<file path="config.mk">
export PLATFORM = sky130hd
export DESIGN_NAME = phy_status_summary_reg
export DESIGN_NICKNAME = d
export VERILOG_FILES = /design/src/inc/phy_status_pkg.sv /design/src/rtl/sticky_flags.sv /design/src/rtl/phy_status_summary_reg.sv
export SDC_FILE = /design/constraint.sdc
export NUM_CORES = 1
export LEC_CHECK = 0
export BUFFER_PORTS_ARGS = -buffer_cell sky130_fd_sc_hd__buf_2
export CORE_ASPECT_RATIO = 1.25
export CORE_MARGIN = 5
export CORE_UTILIZATION = 50
export DETAILED_ROUTE_END_ITERATION = 10
export PLACE_DENSITY = 0.84
export SYNTH_ARGS = -nofsm -noshare
export SYNTH_HDL_FRONTEND = slang
export SYNTH_HIERARCHICAL = 1
export SYNTH_SLANG_ARGS = --single-unit
</file>
<file path="constraint.sdc">
create_clock -name ref_clk -period 3.8 [get_ports ref_clk]
set_clock_uncertainty 0.1 [all_clocks]
set_input_delay 0.76 -clock ref_clk [delete_from_list [all_inputs] [get_ports ref_clk]]
set_output_delay 0.76 -clock ref_clk [all_outputs]
set_load 0.03 [all_outputs]
</file>
<file path="src/inc/phy_status_pkg.sv">
// Constants, field positions and carrier types for the status summary block
package phy_status_pkg;

  // ----------------------------------------------------------------------
  // Widths
  // ----------------------------------------------------------------------
  localparam int ADDR_W    = 5;
  localparam int DATA_W    = 16;
  localparam int NUM_FLAGS = 6;

  // ----------------------------------------------------------------------
  // Management register offsets
  // ----------------------------------------------------------------------
  localparam logic [ADDR_W-1:0] OFS_BASIC_MODE_STATUS   = 5'h01;
  localparam logic [ADDR_W-1:0] OFS_AUTONEG_EXPANSION   = 5'h06;
  localparam logic [ADDR_W-1:0] OFS_STATUS_SUMMARY      = 5'h10;
  localparam logic [ADDR_W-1:0] OFS_INTERRUPT_SOURCE    = 5'h12;
  localparam logic [ADDR_W-1:0] OFS_FALSE_CARRIER_CNT   = 5'h14;
  localparam logic [ADDR_W-1:0] OFS_RECEIVE_ERROR_CNT   = 5'h15;
  localparam logic [ADDR_W-1:0] OFS_TENMEG_STATUS_CTRL  = 5'h1a;

  localparam logic [DATA_W-1:0] SUMMARY_RESET = 16'h0000;

  // ----------------------------------------------------------------------
  // Field positions in the status summary
  // ----------------------------------------------------------------------
  localparam int BIT_RESERVED      = 15;
  localparam int BIT_MDIX          = 14;
  localparam int BIT_RX_ERROR      = 13;
  localparam int BIT_POLARITY      = 12;
  localparam int BIT_FALSE_CARRIER = 11;
  localparam int BIT_SIGNAL_DETECT = 10;
  localparam int BIT_DESCR_LOCK    = 9;
  localparam int BIT_PAGE_RECEIVED = 8;
  localparam int BIT_IRQ_PENDING   = 7;
  localparam int BIT_REMOTE_FAULT  = 6;
  localparam int BIT_JABBER        = 5;
  localparam int BIT_AN_COMPLETE   = 4;
  localparam int BIT_LOOPBACK      = 3;
  localparam int BIT_DUPLEX        = 2;
  localparam int BIT_SPEED         = 1;
  localparam int BIT_LINK          = 0;

  // ----------------------------------------------------------------------
  // Sticky flag indices
  // ----------------------------------------------------------------------
  localparam int FLAG_RX_ERROR      = 0;
  localparam int FLAG_POLARITY      = 1;
  localparam int FLAG_FALSE_CARRIER = 2;
  localparam int FLAG_PAGE_RECEIVED = 3;
  localparam int FLAG_IRQ_PENDING   = 4;
  localparam int FLAG_REMOTE_FAULT  = 5;

  // ----------------------------------------------------------------------
  // Carriers
  // ----------------------------------------------------------------------
  typedef struct packed {
    logic              rd;
    logic              wr;
    logic [ADDR_W-1:0] addr;
    logic [DATA_W-1:0] wdata;
  } mgmt_req_type;

  typedef struct packed {
    logic mdix_swapped;
    logic signal_detect;
    logic descr_lock;
    logic jabber;
    logic an_complete;
    logic mii_loopback;
    logic full_duplex;
    logic speed_10;
    logic link_up;
  } live_type;

  typedef struct packed {
    logic rx_error;
    logic polarity_inverted;
    logic false_carrier;
    logic page_received;
    logic irq_raise;
    logic remote_fault;
  } event_type;

endpackage

</file>
<file path="src/rtl/sticky_flags.sv">
// Bank of sticky event flags where a set beats a simultaneous clear
`timescale 1ns/1ps
module sticky_flags #(
  parameter int WIDTH = 6
) (
  input  wire logic             ref_clk,
  input  wire logic             rstn,
  input  wire logic             ce,
  input  wire logic [WIDTH-1:0] set_pulse,
  input  wire logic [WIDTH-1:0] clr_pulse,
  output logic      [WIDTH-1:0] flag_q
);

  generate
    if (WIDTH < 1) begin : g_bad_width
      $error("sticky_flags needs at least one flag");
    end
  endgenerate

  // ----------------------------------------------------------------------
  // Flags
  // ----------------------------------------------------------------------
  // Set is ORed after the clear so an event in the clearing cycle survives
  always_ff @(posedge ref_clk) begin
    if (!rstn) begin
      flag_q <= '0;
    end else if (ce) begin
      flag_q <= (flag_q & ~clr_pulse) | set_pulse;
    end
  end

endmodule // sticky_flags

</file>
<file path="src/rtl/phy_status_summary_reg.sv">
// Read-only PHY status summary register with latched event flags
`timescale 1ns/1ps
// --------------------------------------------------------------------------
// --------------------------------------------------------------------------
module phy_status_summary_reg
  import phy_status_pkg::*;
#(
  parameter int DATA_WIDTH = phy_status_pkg::DATA_W
) (
  input  wire logic                     ref_clk,
  input  wire logic                     rstn,
  input  wire logic                     ce,
  input  wire phy_status_pkg::mgmt_req_type mgmt_req,
  input  wire phy_status_pkg::live_type live_in,
  input  wire phy_status_pkg::event_type events_in,
  output logic                          rd_valid,
  output logic                          rd_hit,
  output logic [DATA_WIDTH-1:0]         rd_data
);

  import phy_status_pkg::*;

  generate
    if (DATA_WIDTH != DATA_W) begin : g_bad_width
      $error("status summary is a 16-bit register");
    end
  endgenerate

  // ----------------------------------------------------------------------
  // Access decode
  // ----------------------------------------------------------------------
  logic                 rd_take;
  logic                 rd_summary;
  logic [NUM_FLAGS-1:0] flag_set;
  logic [NUM_FLAGS-1:0] flag_clr;
  logic [NUM_FLAGS-1:0] flag_q;
  live_type             live_reg;
  logic [DATA_W-1:0]    summary;

  // A cycle that carries a write is never treated as a read
  assign rd_take    = ce & mgmt_req.rd & ~mgmt_req.wr;
  assign rd_summary = rd_take & (mgmt_req.addr == OFS_STATUS_SUMMARY);

  // Clears come from reads of the source registers, never of the summary
  always_comb begin
    flag_clr = '0;
    if (rd_take) begin
      flag_clr[FLAG_RX_ERROR] =
        (mgmt_req.addr == OFS_RECEIVE_ERROR_CNT);
      flag_clr[FLAG_POLARITY] =
        (mgmt_req.addr == OFS_TENMEG_STATUS_CTRL);
      flag_clr[FLAG_FALSE_CARRIER] =
        (mgmt_req.addr == OFS_FALSE_CARRIER_CNT);
      flag_clr[FLAG_PAGE_RECEIVED] =
        (mgmt_req.addr == OFS_AUTONEG_EXPANSION);
      flag_clr[FLAG_IRQ_PENDING] =
        (mgmt_req.addr == OFS_INTERRUPT_SOURCE);
      flag_clr[FLAG_REMOTE_FAULT] =
        (mgmt_req.addr == OFS_BASIC_MODE_STATUS);
    end
  end

  always_comb begin
    flag_set                     = '0;
    flag_set[FLAG_RX_ERROR]      = events_in.rx_error;
    flag_set[FLAG_POLARITY]      = events_in.polarity_inverted;
    flag_set[FLAG_FALSE_CARRIER] = events_in.false_carrier;
    flag_set[FLAG_PAGE_RECEIVED] = events_in.page_received;
    flag_set[FLAG_IRQ_PENDING]   = events_in.irq_raise;
    flag_set[FLAG_REMOTE_FAULT]  = events_in.remote_fault;
  end

  // ----------------------------------------------------------------------
  // Latched flags
  // ----------------------------------------------------------------------
  sticky_flags #(
    .WIDTH     (NUM_FLAGS)
  ) u_flags (
    .ref_clk   (ref_clk),
    .rstn      (rstn),
    .ce        (ce),
    .set_pulse (flag_set),
    .clr_pulse (flag_clr),
    .flag_q    (flag_q)
  );

  // ----------------------------------------------------------------------
  // Live indications
  // ----------------------------------------------------------------------
  // Sampled once so a read sees one coherent snapshot of all live bits
  always_ff @(posedge ref_clk) begin
    if (!rstn) begin
      live_reg <= '0;
    end else if (ce) begin
      live_reg <= live_in;
    end
  end

  // ----------------------------------------------------------------------
  // Summary assembly
  // ----------------------------------------------------------------------
  always_comb begin
    summary                    = SUMMARY_RESET;
    summary[BIT_RESERVED]      = 1'b0;
    summary[BIT_MDIX]          = live_reg.mdix_swapped;
    summary[BIT_RX_ERROR]      = flag_q[FLAG_RX_ERROR];
    summary[BIT_POLARITY]      = flag_q[FLAG_POLARITY];
    summary[BIT_FALSE_CARRIER] = flag_q[FLAG_FALSE_CARRIER];
    summary[BIT_SIGNAL_DETECT] = live_reg.signal_detect;
    summary[BIT_DESCR_LOCK]    = live_reg.descr_lock;
    summary[BIT_PAGE_RECEIVED] = flag_q[FLAG_PAGE_RECEIVED];
    summary[BIT_IRQ_PENDING]   = flag_q[FLAG_IRQ_PENDING];
    summary[BIT_REMOTE_FAULT]  = flag_q[FLAG_REMOTE_FAULT];
    summary[BIT_JABBER]        = live_reg.jabber;
    summary[BIT_AN_COMPLETE]   = live_reg.an_complete;
    summary[BIT_LOOPBACK]      = live_reg.mii_loopback;
    summary[BIT_DUPLEX]        = live_reg.full_duplex;
    summary[BIT_SPEED]         = live_reg.speed_10;
    summary[BIT_LINK]          = live_reg.link_up;
  end

  // ----------------------------------------------------------------------
  // Read port
  // ----------------------------------------------------------------------
  // Data of other offsets is owned elsewhere; this block answers zero there
  always_ff @(posedge ref_clk) begin
    if (!rstn) begin
      rd_valid <= 1'b0;
      rd_hit   <= 1'b0;
      rd_data  <= SUMMARY_RESET;
    end else if (ce) begin
      rd_valid <= rd_take;
      rd_hit   <= rd_summary;
      if (rd_take) begin
        rd_data <= rd_summary ? summary : SUMMARY_RESET;
      end
    end
  end
endmodule // phy_status_summary_reg

</file>
==> impl_metrics.py, run 1 <==
metrics = {
    "status": {
        "outcome": "completed",
    },
    "clock_tree": {
        "max-clock-path-buffers": 2,
        "h-tree-depth": 2,
        "cts_tree": "built",
        "cts_setup_buffers": 0,
        "cts_resized": 0,
        "hold_buffers": 0,
        "cts_buffers": 5,
        "clk_pin_slew_ns": 0.10,
        "numClockSinks": 32,
        "cts-root-buf": "clkbuf_4",
        "clkLatencyLatePin_ns": 0.33,
    },
    "global_routing": {
        "overflow": 0,
        "antenna_found_initial": 0,
        "grt_usage_pct": 17.29,
        "grt_pass1_wl_um": 5140,
        "grt_pass1_vias": 1199,
        "grt_max_degree": 55,
    },
    "timing": {
        "finalCritPeriodShare_pct": 53.92,
        "worst_slew_pin_slew_ns": 0.7781,
        "holdWs_ns": 0.3526,
        "min_period_ns": 2.049,
        "rsz0062_at_grt": "false",
        "slew_violations": 0,
        "tns_ns": 0,
        "hold_viol_final": 0,
        "finalSetupViolations": 0,
        "slew_headroom_pct": 48.13,
        "fmax_mhz": 488.0,
    },
    "worst_hold_path": {
        "min_path_type": "flop to flop",
    },
    "critical_path": {
        "crit_fanout": 25,
        "crit_family": "buffers and inverters",
        "cp.required_ns": 3.93,
        "max_stage_delay_ns": 0.41,
        "critical_path_class": "primary input to flop",
        "crit_chain": "buf_2 -> and3b_1 -> buf_4 -> nand2_1 -> nor3_2 -> nand2_1 -> a31o_1",
        "cp_common_cell": "nand2_1",
        "cp-end-kind": "flop",
        "path_buf_inv": 2,
        "cp-start-kind": "primary input",
        "cp.arrival_ns": 2.18,
        "critPathSlowestCell": "buf_2",
    },
    "floorplan": {
        "core-area_sq_um": 2654,
        "die-area_sq_um": 3864,
        "ios": 59,
        "start_util_pct": 51.16,
        "chipWidth_um": 56.61,
        "row_count": 21,
        "die_h_um": 68.26,
    },
    "logic_synthesis": {
        "synthXorXnorAreaFrac_pct": 0,
        "synthSimpleGateAreaFrac_pct": 29.49,
        "synth_flop_cell": "dfxtp_1",
        "synthMuxAreaShare_pct": 6.636,
        "yosys_warnings": 6,
        "synthTopCellsByArea": "dfxtp_1, nand3_1, mux2i_1",
        "synth_nets": 190,
        "synth_area_leader_cell": "dfxtp_1",
        "synth_seq_cells": 32,
        "synthCells": 149,
        "synth_edf_count": 0,
        "synth_top_family_by_area": "simple AND/OR/NAND/NOR gates",
        "yosysTopAreaCellShare_pct": 47.19,
        "synth_compound_area_share_pct": 10.32,
        "ys_seq_area_share_pct": 47.19,
        "synthAdderAreaFrac_pct": 0,
        "synth_cell_type_count": 28,
        "async_reset_ff_share_pct": 0,
        "syn-cell-area_sq_um": 1358,
        "synth.avg_cell_area_sq_um": 9.111,
    },
    "power": {
        "total_leakage_power_nw": 0.7054,
        "pwr-share-seq_pct": 53.3,
        "p_comb_share_pct": 8.9,
        "switching_share_pct": 22.82,
        "p_switching_mw": 0.1508,
        "ir_drop_mv": 0.3833,
        "clock_power_share_pct": 37.9,
        "power_density_nw_per_um2": 410.5,
        "power_mw": 0.6611,
        "intPower_mw": 0.5102,
    },
    "place": {
        "dp_hpwl_um": 2093,
        "gp_congestion": 0.8709,
        "io_buffers": 41,
        "dp.cells": 212,
    },
    "detailed_routing": {
        "drt_pass1_iterations": 5,
        "met1_length_um": 1222,
        "wl_met2_um": 1479,
        "top_layer": "met4",
        "route.met3.wl_um": 186,
        "ant_nets": 0,
        "drcViolationCount": 0,
        "vias": 1177,
        "routed_via_density": 5.350,
        "drt-total-wl_um": 2940,
        "wire_per_inst_um": 13.36,
        "drt_iter0_drc": 28,
    },
    "cells_and_area": {
        "final-seq-area_sq_um": 640.6,
        "antennaDiodeCount": 0,
        "final_common_cell": "buf_2",
        "area_growth_pct": 18.62,
        "multi_input_area_sq_um": 634.4,
        "final_util_pct": 60.68,
        "drive_gt1_share_pct": 30.11,
        "final_cell_mix": "buf_2, dfxtp_1, nand3_1",
        "largest_reg_flops": 15,
        "nFillCells": 261,
        "instances_no_fill": 220,
        "nNetsFinal": 226,
    },
    "job": {
        "drv_cap": 0,
    },
}
[layer usage]
| layer | track usage, % | vias up |
|---|---|---|
| met4 | 10.09 | 0 |
| met1 | 18.41 | 538 |
| met5 | 0 | - |
| li1 | - | 596 |
| met2 | 29.48 | 39 |
| met3 | 6.415 | 4 |
[final cells by class]
type,count,share of cell area (%)
clock inverters,2,2.176
repair buffers,42,13.21
inverters,1,0.2331
clock buffers,6,2.564
flip-flops and latches,32,39.78
well taps,34,2.642
multi-input cells,103,39.39
[synthesized netlist by cell type, types with 2 or more instances]
library cell,number
a31o_1,4
a31o_2,2
and3_1,4
and3_2,2
buf_2,3
buf_4,3
buf_6,2
clkbuf_1,5
dfxtp_1,32
mux2i_1,9
nand2_1,8
nand2b_1,2
nand3_1,31
nand3b_1,2
nor2_1,3
nor2b_1,9
nor3_1,3
o21ai_0,5
o21ai_1,11
[stage by stage]
| stage | worst slack [ns] | cell area, sq um |
|---|---|---|
| final | 1.751 | 1610 |
| after global routing | 1.555 | 1610 |
| after CTS | 1.746 | 1610 |
| after detailed placement | 1.387 | 1534 |
| after global placement | 1.399 | 1534 |
| after floorplan | 1.868 | 1358 |
[cells by family after synthesis]
| kind of cell | after synthesis |
|---|---|
| and+or+nand+nor | 70 |
| DFF | 32 |
| AOI/OAI and AO/OA | 23 |
| buffers and inverters | 14 |
| muxes | 9 |
| other | 1 |
[final timing paths]
check,from,end,slack (ns),cells past startpoint
min,u_flags/flag_q[2],rd_data[11],0.35,2
max reg2reg,live_reg[8],rd_data[14],3.02,2
min reg2reg,u_flags/flag_q[2],rd_data[11],0.35,2
max,ce,u_flags/flag_q[3],1.75,7
[worst reg2reg max path: cells and delay by family (launching register included)]
family             cells  cell delay (ns)
DFF                    1             0.35
AOI/OAI and AO/OA      1             0.19
and+or+nand+nor        1             0.07
[power by group through the flow]
stage / logic (mW) / clock network, mW / registers, mW
2_1_floorplan: 0.0407 / 0 / 0.360
3_3_place_gp: 0.0559 / 0 / 0.359
3_5_place_dp: 0.0589 / 0 / 0.360
4_1_cts: 0.0592 / 0.255 / 0.352
5_1_grt: 0.0652 / 0.267 / 0.354
6_report: 0.0588 / 0.250 / 0.352
Power figures use the tool's default switching activity.
==> run 2: changes to the inputs <==
- CORE_UTILIZATION: 50 -> 42
- PLACE_DENSITY: 0.84 -> 0.75
- clock period: 3.8 -> 1.85 ns (I/O delays scaled with it)
==> run 2 against run 1 <==
Against the previous run:
- clock-buffer cell count increased by 1
- sequential share of layout area decreased by 2.1 points
- die area increased by 16%
- via count decreased by 1.9%
- critical path depth decreased by 6
- total power increased by 140%
- first-iteration DRC count increased by 7.1%
==> impl_metrics.py, run 2 (same netlist as run 1, synthesis figures left out) <==
metrics = {
    "status": {
        "outcome": "completed",
    },
    "cells_and_area": {
        "nFillCells": 333,
        "drive_gt1_share_pct": 32.46,
        "final_area_sq_um": 1702,
        "largest_reg_flops": 15,
        "final_cell_mix": "buf_2, dfxtp_1, nand3_1",
        "antennaDiodeCount": 0,
        "area_growth_pct": 25.35,
        "final_common_cell": "buf_2",
        "nNetsFinal": 231,
    },
    "critical_path": {
        "crit_fanout": 2,
        "critical_path_class": "flop to output pin",
        "cp-start-kind": "flop",
        "cp.required_ns": 1.38,
        "max_stage_delay_ns": 0.33,
        "path_buf_inv": 1,
        "worstSetupStartpoint": "rd_data[6]",
        "critPathSlowestCell": "dfxtp_1",
        "crit_family": "flip-flops",
        "rr_startpoint": "live_reg[8]",
        "cp.arrival_ns": 0.82,
        "crit_chain": "buf_2",
        "cp-end-kind": "output pin",
    },
    "detailed_routing": {
        "ant_nets": 0,
        "drt_pass1_iterations": 4,
        "vias": 1155,
        "wire_per_inst_um": 12.83,
        "drcViolationCount": 0,
        "drt_iter0_drc": 30,
        "routed_via_density": 5.066,
        "drt-total-wl_um": 2926,
    },
    "floorplan": {
        "die-area_sq_um": 4476,
        "die_h_um": 73.57,
        "core-area_sq_um": 3166,
        "ios": 59,
        "chipWidth_um": 60.85,
        "row_count": 23,
        "start_util_pct": 42.89,
    },
    "clock_tree": {
        "hold_buffers": 0,
        "clkLatencyLatePin_ns": 0.28,
        "cts-root-buf": "clkbuf_8",
        "cts_resized": 0,
        "cts_setup_buffers": 0,
        "numClockSinks": 32,
        "clk_pin_slew_ns": 0.07,
        "cts_tree": "built",
        "h-tree-depth": 2,
        "max-clock-path-buffers": 2,
        "cts_buffers": 5,
    },
    "global_routing": {
        "antenna_found_initial": 0,
        "overflow": 0,
        "grt_usage_pct": 14.48,
        "grt_pass1_wl_um": 4823,
        "grt_pass1_vias": 1084,
        "grt_max_degree": 27,
    },
    "power": {
        "total_leakage_power_nw": 0.7512,
        "switching_share_pct": 21.35,
        "p_comb_share_pct": 8.1,
        "power_mw": 1.585,
        "p_switching_mw": 0.3385,
        "power_density_nw_per_um2": 931.6,
        "ir_drop_mv": 0.4868,
        "clock_power_share_pct": 46.2,
        "pwr-share-seq_pct": 45.7,
        "intPower_mw": 1.247,
    },
    "timing": {
        "fmax_mhz": 776.5,
        "min_period_ns": 1.288,
        "rsz0062_at_grt": "false",
        "hold_viol_final": 0,
        "slew_violations": 0,
        "finalSetupViolations": 0,
        "tns_ns": 0,
        "finalCritPeriodShare_pct": 69.61,
    },
    "place": {
        "dp_hpwl_um": 2101,
        "io_buffers": 41,
        "placed_cell_area_sq_um": 1575,
        "gp_congestion": 0.6965,
    },
    "worst_hold_path": {
        "worstHoldStart": "live_in[5]",
        "min_path_type": "primary input to flop",
    },
    "job": {
        "drv_cap": 0,
    },
}
==> run 2: changes by cell type in the layout (fill, tap and decap cells not counted), sizes merged <==
cell / change
clkbuf: +1
buf: +5
clkinv: -1
==> run 2: final timing paths <==
path / slack (ns) / to / cells past startpoint
hold reg to reg: 0.35 / rd_data[12] / 2
hold / removal: 0.25 / live_reg[5] / 3
setup / recovery: 0.56 / rd_data[6] / 1
setup reg to reg: 1.10 / live_reg[8] / 2
==> run 2: power by group through the flow <==
| stage | Sequential, mW | Clock [mW] | Combinational, mW |
|---|---|---|---|
| 2_1_floorplan | 0.739 | 0 | 0.0836 |
| 3_3_place_gp | 0.738 | 0 | 0.127 |
| 3_5_place_dp | 0.740 | 0 | 0.129 |
| 4_1_cts | 0.724 | 0.747 | 0.130 |
| 5_1_grt | 0.726 | 0.779 | 0.142 |
| 6_report | 0.724 | 0.733 | 0.128 |
==> run 2: routing by layer <==
| metal | vias up | global-route usage [%] | share of wire [%] |
|---|---|---|---|
| met5 | - | 0 | 0 |
| met1 | 515 | 17.12 | 41 |
| met4 | 0 | 7.229 | 2.1 |
| met3 | 7 | 4.569 | 6.7 |
| li1 | 607 | - | - |
| met2 | 26 | 23.19 | 50 |
==> run 2: cell type report <==
| type | count | area, sq um | area share, % |
|---|---|---|---|
| multi-input cells | 103 | 634.4 | 37.28 |
| clock inverters | 1 | 30.03 | 1.765 |
| well taps | 37 | 46.29 | 2.721 |
| flip-flops and latches | 32 | 640.6 | 37.65 |
| clock buffers | 7 | 96.34 | 5.662 |
| repair buffers | 47 | 250.2 | 14.71 |
| inverters | 1 | 3.754 | 0.2206 |
==> run 2: worst register-to-register path, stage by stage, from the launching register on <==
cell and delay (ns):
dfxtp_1 0.32, mux2i_1 0.16, nor2b_1 0.07
==> run 2: through the flow <==
step | util [%] | hold WS [ns] | setup WS [ns] | instances
3_3_place_gp | 49.76 | 0.3426 | 0.3099 | 220
2_1_floorplan | - | 0.3394 | 0.3082 | 149
3_5_place_dp | 49.76 | 0.3481 | 0.2819 | 220
6_report | 53.75 | 0.2476 | 0.5622 | 228
5_1_grt | 53.75 | 0.2619 | 0.4962 | 228
4_1_cts | 53.75 | 0.2507 | 0.5440 | 228
